## config.mk

```make
export PLATFORM = sky130hd
export DESIGN_NAME = fbr_burst_read
export DESIGN_NICKNAME = d
export VERILOG_FILES = /design/src/rtl/fbr_pkg.sv /design/src/rtl/fbr_burst_read.sv /design/src/rtl/fbr_next_addr.sv
export VERILOG_INCLUDE_DIRS = /design/src /design/src/rtl
export SDC_FILE = /design/constraint.sdc
export NUM_CORES = 1
export LEC_CHECK = 0
export BUFFER_PORTS_ARGS = -buffer_cell sky130_fd_sc_hd__buf_2
export CAP_MARGIN = 20
export CORE_MARGIN = 4
export CORE_UTILIZATION = 30
export CTS_BUF_LIST = sky130_fd_sc_hd__clkbuf_8 sky130_fd_sc_hd__clkbuf_16
export DETAILED_ROUTE_END_ITERATION = 10
export HOLD_SLACK_MARGIN = 0.15
export PLACE_DENSITY_LB_ADDON = 0.3
export SLEW_MARGIN = 20
export SYNTH_ARGS = -nofsm -noshare
export SYNTH_HDL_FRONTEND = slang
export SYNTH_SLANG_ARGS = --single-unit
export TNS_END_PERCENT = 100
```

## constraint.sdc

```tcl
create_clock -name clock -period 2.1 [get_ports clock]
set_input_delay 0.315 -clock clock [delete_from_list [all_inputs] [get_ports clock]]
set_output_delay 0.315 -clock clock [all_outputs]
set_load 0.005 [all_outputs]
```

## src/rtl/fbr_regs.svh

```systemverilog
`ifndef FBR_REGS_SVH
`define FBR_REGS_SVH
// What this block does
// - Edge bit picks rising or falling burst edge
// - Wrap mode stays inside aligned burst block
// - No-wrap mode runs linearly across block boundary
// - Wait holds host off until data valid
// - Fixed no-wrap bursts fetch only needed words
// - Continuous burst is linear and prefetches ahead
// - Length field sets 4, 8, 16, continuous
// - Continuous burst never wraps
// - Continuous burst runs to address space end
// - Misaligned start delays once at row crossing
// - Start at group end delays latency minus one
`define FBR_CFG_OFFSET 8'h00
`define FBR_STATUS_OFFSET 8'h04
`define FBR_CFG_RESET 16'h1807
`define FBR_LEN_MSB 2
`define FBR_LEN_LSB 0
`define FBR_NOWRAP_BIT 3
`define FBR_EDGE_BIT 6
`define FBR_LAT_MSB 13
`define FBR_LAT_LSB 11
`define FBR_LEN_4 3'h1
`define FBR_LEN_8 3'h2
`define FBR_LEN_16 3'h3
`define FBR_LEN_CONT 3'h7
`endif

```

## src/rtl/fbr_pkg.sv

```systemverilog
package fbr_pkg;
	typedef enum logic [0:0] {ST_IDLE, ST_STREAM} fbr_state_t;
	typedef struct packed {
		logic waitOut;
		logic [15:0] data;
	} fbr_host_out_t;
endpackage

```

## src/rtl/fbr_burst_read.sv

```systemverilog
`timescale 1ns/1ps
`include "fbr_regs.svh"
module fbr_burst_read #(
	parameter int AW = 16
) (
	// Clock and reset
	input wire logic clock,
	input wire logic arst_n,
	// AHB-Lite slave
	input wire logic hsel,
	input wire logic [31:0] haddr,
	input wire logic [1:0] htrans,
	input wire logic hwrite,
	input wire logic [2:0] hsize,
	input wire logic [31:0] hwdata,
	input wire logic hready,
	output logic hreadyout,
	output logic hresp,
	output logic [31:0] hrdata,
	// Host burst pins
	input wire logic burstClk,
	input wire logic burstEnable,
	input wire logic [AW-1:0] burstAddr,
	output fbr_pkg::fbr_host_out_t hostOut,
	// Flash array read port
	output logic arrayReq,
	output logic [AW-1:0] arrayAddr,
	input wire logic arrayValid,
	input wire logic [15:0] arrayData
);
	// Wrap masks and the row check both reach four address bits
	if (AW < 5) begin : g_aw_check
		$error("fbr_burst_read needs AW of at least 5");
	end

	typedef struct packed {
		logic [15:0] cfg;
		logic phaseWrite;
		logic [7:0] phaseAddr;
		logic [31:0] rdata;
		logic [1:0] clkSync;
		logic clkPrev;
		logic [1:0] enSync;
		logic [AW-1:0] addrSync1;
		logic [AW-1:0] addrSync2;
		fbr_pkg::fbr_state_t st;
		logic [AW-1:0] addr;
		logic [1:0] startLow;
		logic [2:0] lenCode;
		logic cont;
		logic linear;
		logic [4:0] remain;
		logic [4:0] fetched;
		logic [4:0] target;
		logic [AW-1:0] fetchAddr;
		logic fetchEnd;
		logic pending;
		logic [15:0] hold;
		logic holdValid;
		logic [15:0] pref;
		logic prefValid;
		logic crossed;
		logic [2:0] delayCnt;
		logic [15:0] delivered;
		logic req;
		logic [AW-1:0] reqAddr;
		fbr_pkg::fbr_host_out_t out;
	} fbr_regs_t;

	fbr_regs_t s_reg;
	fbr_regs_t s_next;
	logic [AW-1:0] fetchNext;
	logic [AW-1:0] deliverNext;

	fbr_next_addr #(.AW(AW)) u_fetch_next (
		.addr(s_reg.fetchAddr),
		.lenCode(s_reg.lenCode),
		.linear(s_reg.linear),
		.nextAddr(fetchNext)
	);
	fbr_next_addr #(.AW(AW)) u_deliver_next (
		.addr(s_reg.addr),
		.lenCode(s_reg.lenCode),
		.linear(s_reg.linear),
		.nextAddr(deliverNext)
	);

	logic activeEdge;
	logic fetchOk;
	logic [2:0] lat;
	logic [2:0] gap;
	logic [2:0] delay;
	logic [2:0] code;

	always_comb begin
		s_next = s_reg;
		// Registers fit in one cycle, so the slave never stretches a transfer
		if (s_reg.phaseWrite && s_reg.phaseAddr == `FBR_CFG_OFFSET) begin
			s_next.cfg = hwdata[15:0];
		end
		s_next.phaseWrite = 1'b0;
		if (hsel && hready && htrans[1]) begin
			s_next.phaseWrite = hwrite;
			s_next.phaseAddr = haddr[7:0];
			case (haddr[7:0])
				`FBR_CFG_OFFSET: s_next.rdata = {16'h0000, s_reg.cfg};
				`FBR_STATUS_OFFSET: s_next.rdata = {14'h0000, s_reg.st == fbr_pkg::ST_STREAM,
					s_reg.out.waitOut, s_reg.delivered};
				default: s_next.rdata = 32'h0000_0000;
			endcase
		end

		// Burst clock and pins cross in through two flops
		s_next.clkSync = {s_reg.clkSync[0], burstClk};
		s_next.clkPrev = s_reg.clkSync[1];
		s_next.enSync = {s_reg.enSync[0], burstEnable};
		s_next.addrSync1 = burstAddr;
		s_next.addrSync2 = s_reg.addrSync1;
		if (s_reg.cfg[`FBR_EDGE_BIT]) begin
			activeEdge = s_reg.clkSync[1] & ~s_reg.clkPrev;
		end else begin
			activeEdge = ~s_reg.clkSync[1] & s_reg.clkPrev;
		end

		lat = s_reg.cfg[`FBR_LAT_MSB:`FBR_LAT_LSB];
		gap = {1'b0, 2'h3 - s_reg.startLow};
		delay = (lat > gap + 3'h1) ? lat - gap - 3'h1 : 3'h1;
		code = s_reg.cfg[`FBR_LEN_MSB:`FBR_LEN_LSB];

		// Fixed bursts keep no word ahead; continuous keeps one prefetched
		if (s_reg.cont) begin
			fetchOk = !s_reg.prefValid && !s_reg.fetchEnd;
		end else begin
			fetchOk = !s_reg.holdValid && s_reg.fetched != s_reg.target;
		end

		s_next.req = 1'b0;
		if (arrayValid && s_reg.pending) begin
			s_next.pending = 1'b0;
			if (s_reg.st == fbr_pkg::ST_STREAM) begin
				if (!s_reg.holdValid) begin
					s_next.hold = arrayData;
					s_next.holdValid = 1'b1;
				end else begin
					s_next.pref = arrayData;
					s_next.prefValid = 1'b1;
				end
				s_next.fetched = s_reg.fetched + 5'h01;
				s_next.fetchAddr = fetchNext;
				if (s_reg.cont && &s_reg.fetchAddr) begin
					s_next.fetchEnd = 1'b1;
				end
			end
		end else if (s_reg.st == fbr_pkg::ST_STREAM && !s_reg.pending && fetchOk) begin
			s_next.req = 1'b1;
			s_next.reqAddr = s_reg.fetchAddr;
			s_next.pending = 1'b1;
		end

		case (s_reg.st)
			fbr_pkg::ST_IDLE: begin
				if (activeEdge && s_reg.enSync[1] && !s_reg.pending) begin
					s_next.st = fbr_pkg::ST_STREAM;
					s_next.addr = s_reg.addrSync2;
					s_next.fetchAddr = s_reg.addrSync2;
					s_next.startLow = s_reg.addrSync2[1:0];
					s_next.cont = code == `FBR_LEN_CONT;
					s_next.lenCode = code;
					s_next.linear = s_reg.cfg[`FBR_NOWRAP_BIT] || code == `FBR_LEN_CONT;
					case (code)
						`FBR_LEN_8: s_next.target = 5'h08;
						`FBR_LEN_16: s_next.target = 5'h10;
						default: s_next.target = 5'h04;
					endcase
					s_next.remain = s_next.target;
					s_next.fetched = 5'h00;
					s_next.fetchEnd = 1'b0;
					s_next.holdValid = 1'b0;
					s_next.prefValid = 1'b0;
					s_next.crossed = 1'b0;
					s_next.delayCnt = 3'h0;
					s_next.out.waitOut = 1'b1;
				end
			end
			fbr_pkg::ST_STREAM: begin
				if (!s_reg.enSync[1]) begin
					s_next.st = fbr_pkg::ST_IDLE;
					s_next.out.waitOut = 1'b0;
					s_next.holdValid = 1'b0;
					s_next.prefValid = 1'b0;
				end else if (activeEdge) begin
					if (s_reg.delayCnt != 3'h0) begin
						s_next.delayCnt = s_reg.delayCnt - 3'h1;
						s_next.out.waitOut = 1'b1;
					end else if (s_reg.holdValid) begin
						s_next.out.data = s_reg.hold;
						s_next.out.waitOut = 1'b0;
						// A word landing in this same cycle moves up instead of being dropped
						s_next.hold = s_next.pref;
						s_next.holdValid = s_next.prefValid;
						s_next.prefValid = 1'b0;
						s_next.addr = deliverNext;
						s_next.remain = s_reg.remain - 5'h01;
						s_next.delivered = s_reg.delivered + 16'h0001;
						if (s_reg.linear && !s_reg.crossed && deliverNext[3:0] == 4'h0) begin
							s_next.crossed = 1'b1;
							if (s_reg.startLow != 2'h0) begin
								s_next.delayCnt = delay;
							end
						end
						if ((!s_reg.cont && s_reg.remain == 5'h01) || (s_reg.cont && &s_reg.addr)) begin
							s_next.st = fbr_pkg::ST_IDLE;
							s_next.holdValid = 1'b0;
						end
					end else begin
						s_next.out.waitOut = 1'b1;
					end
				end
			end
			default: s_next.st = fbr_pkg::ST_IDLE;
		endcase
	end

	always_ff @(posedge clock or negedge arst_n) begin
		if (!arst_n) begin
			s_reg <= '0;
			s_reg.cfg <= `FBR_CFG_RESET;
			s_reg.st <= fbr_pkg::ST_IDLE;
		end else begin
			s_reg <= s_next;
		end
	end

	assign hreadyout = 1'b1;
	assign hresp = 1'b0;
	assign hrdata = s_reg.rdata;
	assign hostOut = s_reg.out;
	assign arrayReq = s_reg.req;
	assign arrayAddr = s_reg.reqAddr;
endmodule

```

## src/rtl/fbr_next_addr.sv

```systemverilog
`timescale 1ns/1ps
`include "fbr_regs.svh"
module fbr_next_addr #(
	parameter int AW = 16
) (
	// Current word and mode
	input wire logic [AW-1:0] addr,
	input wire logic [2:0] lenCode,
	input wire logic linear,
	// Following word
	output logic [AW-1:0] nextAddr
);
	logic [AW-1:0] inc;
	logic [AW-1:0] mask;
	always_comb begin
		inc = addr + {{(AW-1){1'b0}}, 1'b1};
		case (lenCode)
			`FBR_LEN_8: mask = {{(AW-3){1'b0}}, 3'h7};
			`FBR_LEN_16: mask = {{(AW-4){1'b0}}, 4'hf};
			default: mask = {{(AW-2){1'b0}}, 2'h3};
		endcase
		if (linear) begin
			nextAddr = inc;
		end else begin
			nextAddr = (addr & ~mask) | (inc & mask);
		end
	end
endmodule

```

==> impl_metrics.json, run 1 <==
{
  "placed_cell_area_um2": 11300,
  "post-route-period-util_pct": 95.5,
  "drt_iter0_markers": 500,
  "result_of_the_run": "finished, final reports clean",
  "syn_inst": 967,
  "synth_top_cell_area_share_pct": 53.4,
  "numPlacedInstances": 1495,
  "track_usage_pct": 13.8,
  "postSynth.asyncResetShare_pct": 100,
  "power_mw": 13.6,
  "drc": 0,
  "pwr_density_cell_nw_per_um2": 1070,
  "n_antenna_cell": 0,
  "arrival_ps": 2390,
  "overall_routed_net_length_um": 25900,
  "largest_register_ffs": 146,
  "die_w_um": 192,
  "die_area_um2": 37000,
  "place_congestion": 0.832,
  "cts_buf_count": 24,
  "routed_via_density": 4.79,
  "ys_top_cells_by_area": "dfrtp_1 (53%), mux2_2 (6.3%), nand2_1 (5.5%), buf_4 (5.1%), nand3_1 (2.4%)",
  "die_h_um": 192,
  "yosys.cell_count.top_type": "dfrtp_1",
  "mappedNetlistArea_um2": 10200,
  "preCtsSetupSlack_ps": -8.02,
  "cts_max_level": 1,
  "max_cap_viol_count": 0,
  "detailed_place_hpwl_um": 17900,
  "shortest_period_the_worst_path_allows_ps": 2010,
  "timing.hold.ws_ps": 320,
  "timing.final.ws_setup_ps": 93.7,
  "vdd.ir_drop.worst_mv": 0.587,
  "seq_area_frac_synth_pct": 54.7,
  "vias": 7652,
  "timing.critical_path.slowest_stage_cell": "a211o_2",
  "grt_max_degree": 58,
  "max-clock-path-buffers": 3,
  "synth.avg_cell_area_um2": 10.6,
  "final_area_um2": 12700,
  "first_global_vias": 7753,
  "flow.area_growth_from_synthesis_pct": 24.5,
  "floorplan.core_area_um2": 33500,
  "clk_root_buffer_cell": "clkbuf_16",
  "critPathCaptureType": "flop",
  "synth_edf_count": 0,
  "grt_overflow_total": 0,
  "maxSlewViolCount": 0,
  "postSynthRegisterBits": 223,
  "cts_tree": "done",
  "initial_utilization_pct": 30.4,
  "worst_hold_path_type": "in -> async",
  "first_pass_drt_iterations": 6,
  "finish.net_count": 1260,
  "placementRows": 67,
  "critical_path.cell_chain": "or3b_4 > a211o_2 > buf_4 > o22ai_1 > o211ai_1",
  "critPathRequiredTime_ps": 2490,
  "total_leakage_power_nw": 5.83,
  "setup_viol": 0,
  "worst_clock_skew_ps": 6.22,
  "timing.critical_path.slowest_cell_delay_ps": 460,
  "antenna_violating_nets_remaining": 0,
  "grt_antenna_before_repair": 0,
  "critical_path.max_fanout": 30,
  "top_level_ports": 177,
  "grt_pass1_wl_um": 41700,
  "post_drt_wl_per_cell_um": 16.2,
  "cts.clk_slew.worst_paths_ps": 60,
  "tritoncts_num_sinks": 223,
  "clk-insertion-delay-late_ps": 510,
  "layoutNonFillerInstCount": 1598,
  "yosysWarningCount": 0,
  "worstMarginPinSlew_ps": 538,
  "netlist_top_cells_count": "dfrtp_1 (218), nand2_1 (149), buf_4 (69), mux2_2 (57), nand3_1 (48)",
  "achievable-frequency_mhz": 498,
  "yosys.area.top_type": "dfrtp_1",
  "synth_top_flop_cell": "dfrtp_1",
  "setup_tns_ps": 0,
  "synthDistinctLibCells": 64,
  "final_core_utilization_pct": 37.9,
  "relSlewSlack_pct": 63.8,
  "final_hold_viol_count": 0,
  "rsz_0062_raised_after_global_routing": "true",
  "buffer_ports.inserted": 116,
  "critical_path.startpoint_type": "flop",
  "drive_gt1_share_pct": 25.5,
  "setup.worst_path.class": "reg -> reg"
}
report_power, final:
group	internal (mW)	switching [mW]
logic	1.63	1.62
registers	5.31	0.865
clock network	2.55	1.67
critical path, delay by kind of cell (launching register included):
family	cells	cell delay, ps
simple gates	1	450
flops	1	380
buf+inv	1	270
compound gates	3	750
placed cells by master (no fill, tap or decap), types with 7 or more instances in the layout:
| cell | synthesis | routed |
|---|---|---|
| mux2_2 | 57 | 57 |
| and3_1 | 9 | 9 |
| buf_2 | 14 | 115 |
| xor2_1 | 15 | 15 |
| conb_1 | 2 | 16 |
| ha_1 | 14 | 14 |
| buf_4 | 69 | 55 |
| clkbuf_16 | 0 | 25 |
| nand3_1 | 48 | 48 |
| o21ai_0 | 41 | 41 |
| nor2_1 | 41 | 41 |
| a21oi_1 | 35 | 34 |
| a22oi_1 | 18 | 18 |
| o211ai_1 | 19 | 19 |
| nor3_1 | 12 | 12 |
| o22ai_1 | 14 | 14 |
| nand4_1 | 14 | 14 |
| dlygate4sd3_1 | 0 | 61 |
| a31oi_1 | 9 | 9 |
| xnor2_1 | 22 | 22 |
| dfrtp_1 | 218 | 218 |
| nor4_1 | 10 | 7 |
| nand2_1 | 149 | 149 |
| inv_1 | 22 | 28 |
| o21ai_1 | 11 | 11 |
cell families after synthesis:
| kind of cell | Yosys count | synth area share [%] |
|---|---|---|
| AO/OA/AOI/OAI | 181 | 11.5 |
| XOR/XNOR | 37 | 3.17 |
| adder cells (fa/ha/maj) | 15 | 1.91 |
| buffers and inverters | 133 | 7.67 |
| flip-flops | 223 | 54.7 |
| multiplexers | 59 | 6.48 |
| other | 2 | 0.0736 |
| AND/OR/NAND/NOR | 317 | 14.5 |
worst paths after layout:
path	endpoint	start	slack (ps)	cells past startpoint
max	s_reg[79]	s_reg[229]	90	5
min	s_next[146]	arst_n	320	2
max reg2reg	s_reg[79]	s_reg[229]	90	5
min reg2reg	s_reg[155]	s_next[155]	340	0
max in group asynchronous	arrayAddr[7]	arst_n	1010	3
min in group clock	s_reg[155]	s_next[155]	340	0
what timing repair did:
item	4_1_cts	5_1_grt
endpoints found under the hold margin	125	0
gates resized for setup	2	8
endpoints found under the setup margin	17	60
pin swaps	1	2
hold buffers	61	0
cloned	0	0
setup buffers	0	2
layer usage:
metal	routed length, um	up-vias	track usage [%]
li1	-	3639	-
met1	11900	3780	19.1
met2	12100	192	22.2
met3	1260	41	2.21
met4	651	0	4.33
met5	0	-	0
cell type report:
type	instances	area, um2
Fill cell	3342	20800
Sequential cell	223	5590
Multi-Input combinational cell	625	3960
Timing Repair Buffer	239	1740
Clock buffer	30	694
Tap cell	448	561
Clock inverter	10	92.6
Inverter	23	86.3
Power figures use the tool's default switching activity.
==> run 2: changes to the inputs <==
--- a/config.mk
+++ b/config.mk
@@ -8,9 +8,9 @@
 export LEC_CHECK = 0
 export BUFFER_PORTS_ARGS = -buffer_cell sky130_fd_sc_hd__buf_2
 export CAP_MARGIN = 20
-export CORE_MARGIN = 4
+export CORE_MARGIN = 2
 export CORE_UTILIZATION = 30
-export CTS_BUF_LIST = sky130_fd_sc_hd__clkbuf_8 sky130_fd_sc_hd__clkbuf_16
+export CTS_BUF_LIST = sky130_fd_sc_hd__clkbuf_4 sky130_fd_sc_hd__clkbuf_8
 export DETAILED_ROUTE_END_ITERATION = 10
 export HOLD_SLACK_MARGIN = 0.15
 export PLACE_DENSITY_LB_ADDON = 0.3
==> run 2 against run 1 <==
Register-to-register slack worse by 30 ps. Final area up 0.86%. Total power up 0.56%. Clock power up 3%. Die area down 4.1%. Core utilization up 0.32 points. Largest cell class unchanged.
==> impl_metrics.json, run 2 (synthesized netlist as in run 1, its figures left out) <==
{
  "result_of_the_run": "finished, final reports clean",
  "max-clock-path-buffers": 3,
  "drc": 0,
  "final_hold_viol_count": 0,
  "drt_iter0_markers": 487,
  "die_w_um": 188,
  "cts.clk_slew.worst_paths_ps": 60,
  "achievable-frequency_mhz": 492,
  "timing.critical_path.slowest_cell_delay_ps": 470,
  "vdd.ir_drop.worst_mv": 0.595,
  "detailed_place_hpwl_um": 17200,
  "die_h_um": 188,
  "track_usage_pct": 14.7,
  "vias": 7687,
  "drive_gt1_share_pct": 27.8,
  "preCtsSetupSlack_ps": -24.3,
  "first_pass_drt_iterations": 5,
  "overall_routed_net_length_um": 25500,
  "arrival_ps": 2480,
  "layout_common_cells": "dfrtp_1 (218), nand2_1 (149), buf_2 (115)",
  "antenna_violating_nets_remaining": 0,
  "final_common_cell": "dfrtp_1",
  "grt_max_degree": 65,
  "max_cap_viol_count": 0,
  "timing.final.ws_setup_ps": 67.0,
  "setup.worst_path.class": "reg -> reg",
  "grt_antenna_before_repair": 1,
  "clk-insertion-delay-late_ps": 540,
  "worst-r2r-setup-slack_ps": 70,
  "critical_path.cell_chain": "or3b_4 > a2111oi_4 > buf_6 > and2_1 > a31oi_1 > o21ai_1",
  "cts_tree": "done",
  "grt_overflow_total": 0,
  "pwr_density_cell_nw_per_um2": 1070,
  "timing.hold.ws_ps": 273,
  "worst_hold_path_type": "in -> async",
  "worst_r2r_path_depth": 6,
  "final_core_utilization_pct": 38.2,
  "first_global_vias": 8144,
  "critical_path.startpoint_type": "flop",
  "setup_tns_ps": 0,
  "routed_via_density": 4.71,
  "place_congestion": 0.805,
  "grt_pass1_wl_um": 42500,
  "critical_path.max_fanout": 15,
  "finish.net_count": 1275,
  "rsz_0062_raised_after_global_routing": "true",
  "relSlewSlack_pct": 63.5,
  "total_leakage_power_nw": 5.88,
  "setup_viol": 0,
  "cts_max_level": 2,
  "critPathRequiredTime_ps": 2540,
  "post-route-period-util_pct": 96.8,
  "worst_clock_skew_ps": 22.7,
  "maxSlewViolCount": 0,
  "floorplan.core_area_um2": 33500,
  "largest_register_ffs": 146,
  "r2r-start": "s_reg[229]",
  "cts_buf_count": 41,
  "top_level_ports": 177,
  "initial_utilization_pct": 30.4,
  "buffer_ports.inserted": 116,
  "worstMarginPinSlew_ps": 546,
  "tritoncts_num_sinks": 223,
  "placementRows": 67,
  "post_drt_wl_per_cell_um": 15.6,
  "flow.area_growth_from_synthesis_pct": 25.6,
  "rr_endpoint": "s_reg[141]",
  "critPathCaptureType": "flop",
  "timing.critical_path.slowest_stage_cell": "a2111oi_4",
  "power_mw": 13.7,
  "shortest_period_the_worst_path_allows_ps": 2030,
  "die_area_um2": 35500,
  "clk_root_buffer_cell": "clkbuf_8"
}
==> run 2: cell types whose count changed in the layout (fill, tap and decap cells not counted), sizes merged <==
cell / previous run / this run
clkbuf: 30 / 68
inv: 28 / 24
buf: 178 / 176
bufinv: 2 / 0
clkinv: 3 / 5
diode: 0 / 1
==> run 2: layout make-up <==
type | instances | area (um2)
clock buffers | 68 | 836
well taps | 448 | 561
diodes | 1 | 2.50
inverters | 23 | 86.3
repair buffers | 237 | 1750
flip-flops and latches | 223 | 5590
clock inverters | 6 | 43.8
fillers | 3368 | 20700
multi-input cells | 625 | 3960
==> run 2: what timing repair did <==
item                                    in CTS  in global routing
endpoints found under the setup margin       3                 39
resized for setup                            1                 10
buffers inserted                             2                  2
pin swaps                                    2                  2
hold buffers                                61                  0
endpoints found under the hold margin      294                  0
==> run 2: metal layers <==
layer | track usage [%] | wire [um] | up-vias
li1 | - | - | 3673
met1 | 19.7 | 11600 | 3793
met5 | 0 | 0 | -
met2 | 23.7 | 12000 | 183
met4 | 4.99 | 493 | 0
met3 | 2.85 | 1390 | 38
==> run 2: stage by stage <==
step / cells / area, um2
2_1_floorplan: 981 / 10300
3_3_place_gp: 1491 / 11200
3_5_place_dp: 1491 / 11200
4_1_cts: 1628 / 12800
5_1_grt: 1631 / 12800
6_report: 1631 / 12800
==> run 2: worst max path at each step <==
stage               startpoint  cells past startpoint         end
floorplan           s_reg[229]                      5  s_reg[119]
global placement    s_reg[229]                      5  s_reg[119]
detailed placement  s_reg[229]                      6  s_reg[130]
CTS                 s_reg[229]                      7  s_reg[141]
global route         s_reg[50]                      7   s_reg[46]
finish              s_reg[229]                      6  s_reg[141]
==> run 2: power by group <==
group | internal [mW] | switching (mW)
Sequential | 5.31 | 0.858
Combinational | 1.62 | 1.59
Clock | 2.52 | 1.81
==> run 2: worst max-delay path: cells and delay by family, from the launching register on <==
family / cells / cell delay [ps]
simple gates: 2 / 650
buf+inv: 1 / 230
compound gates: 3 / 680
flops: 1 / 380
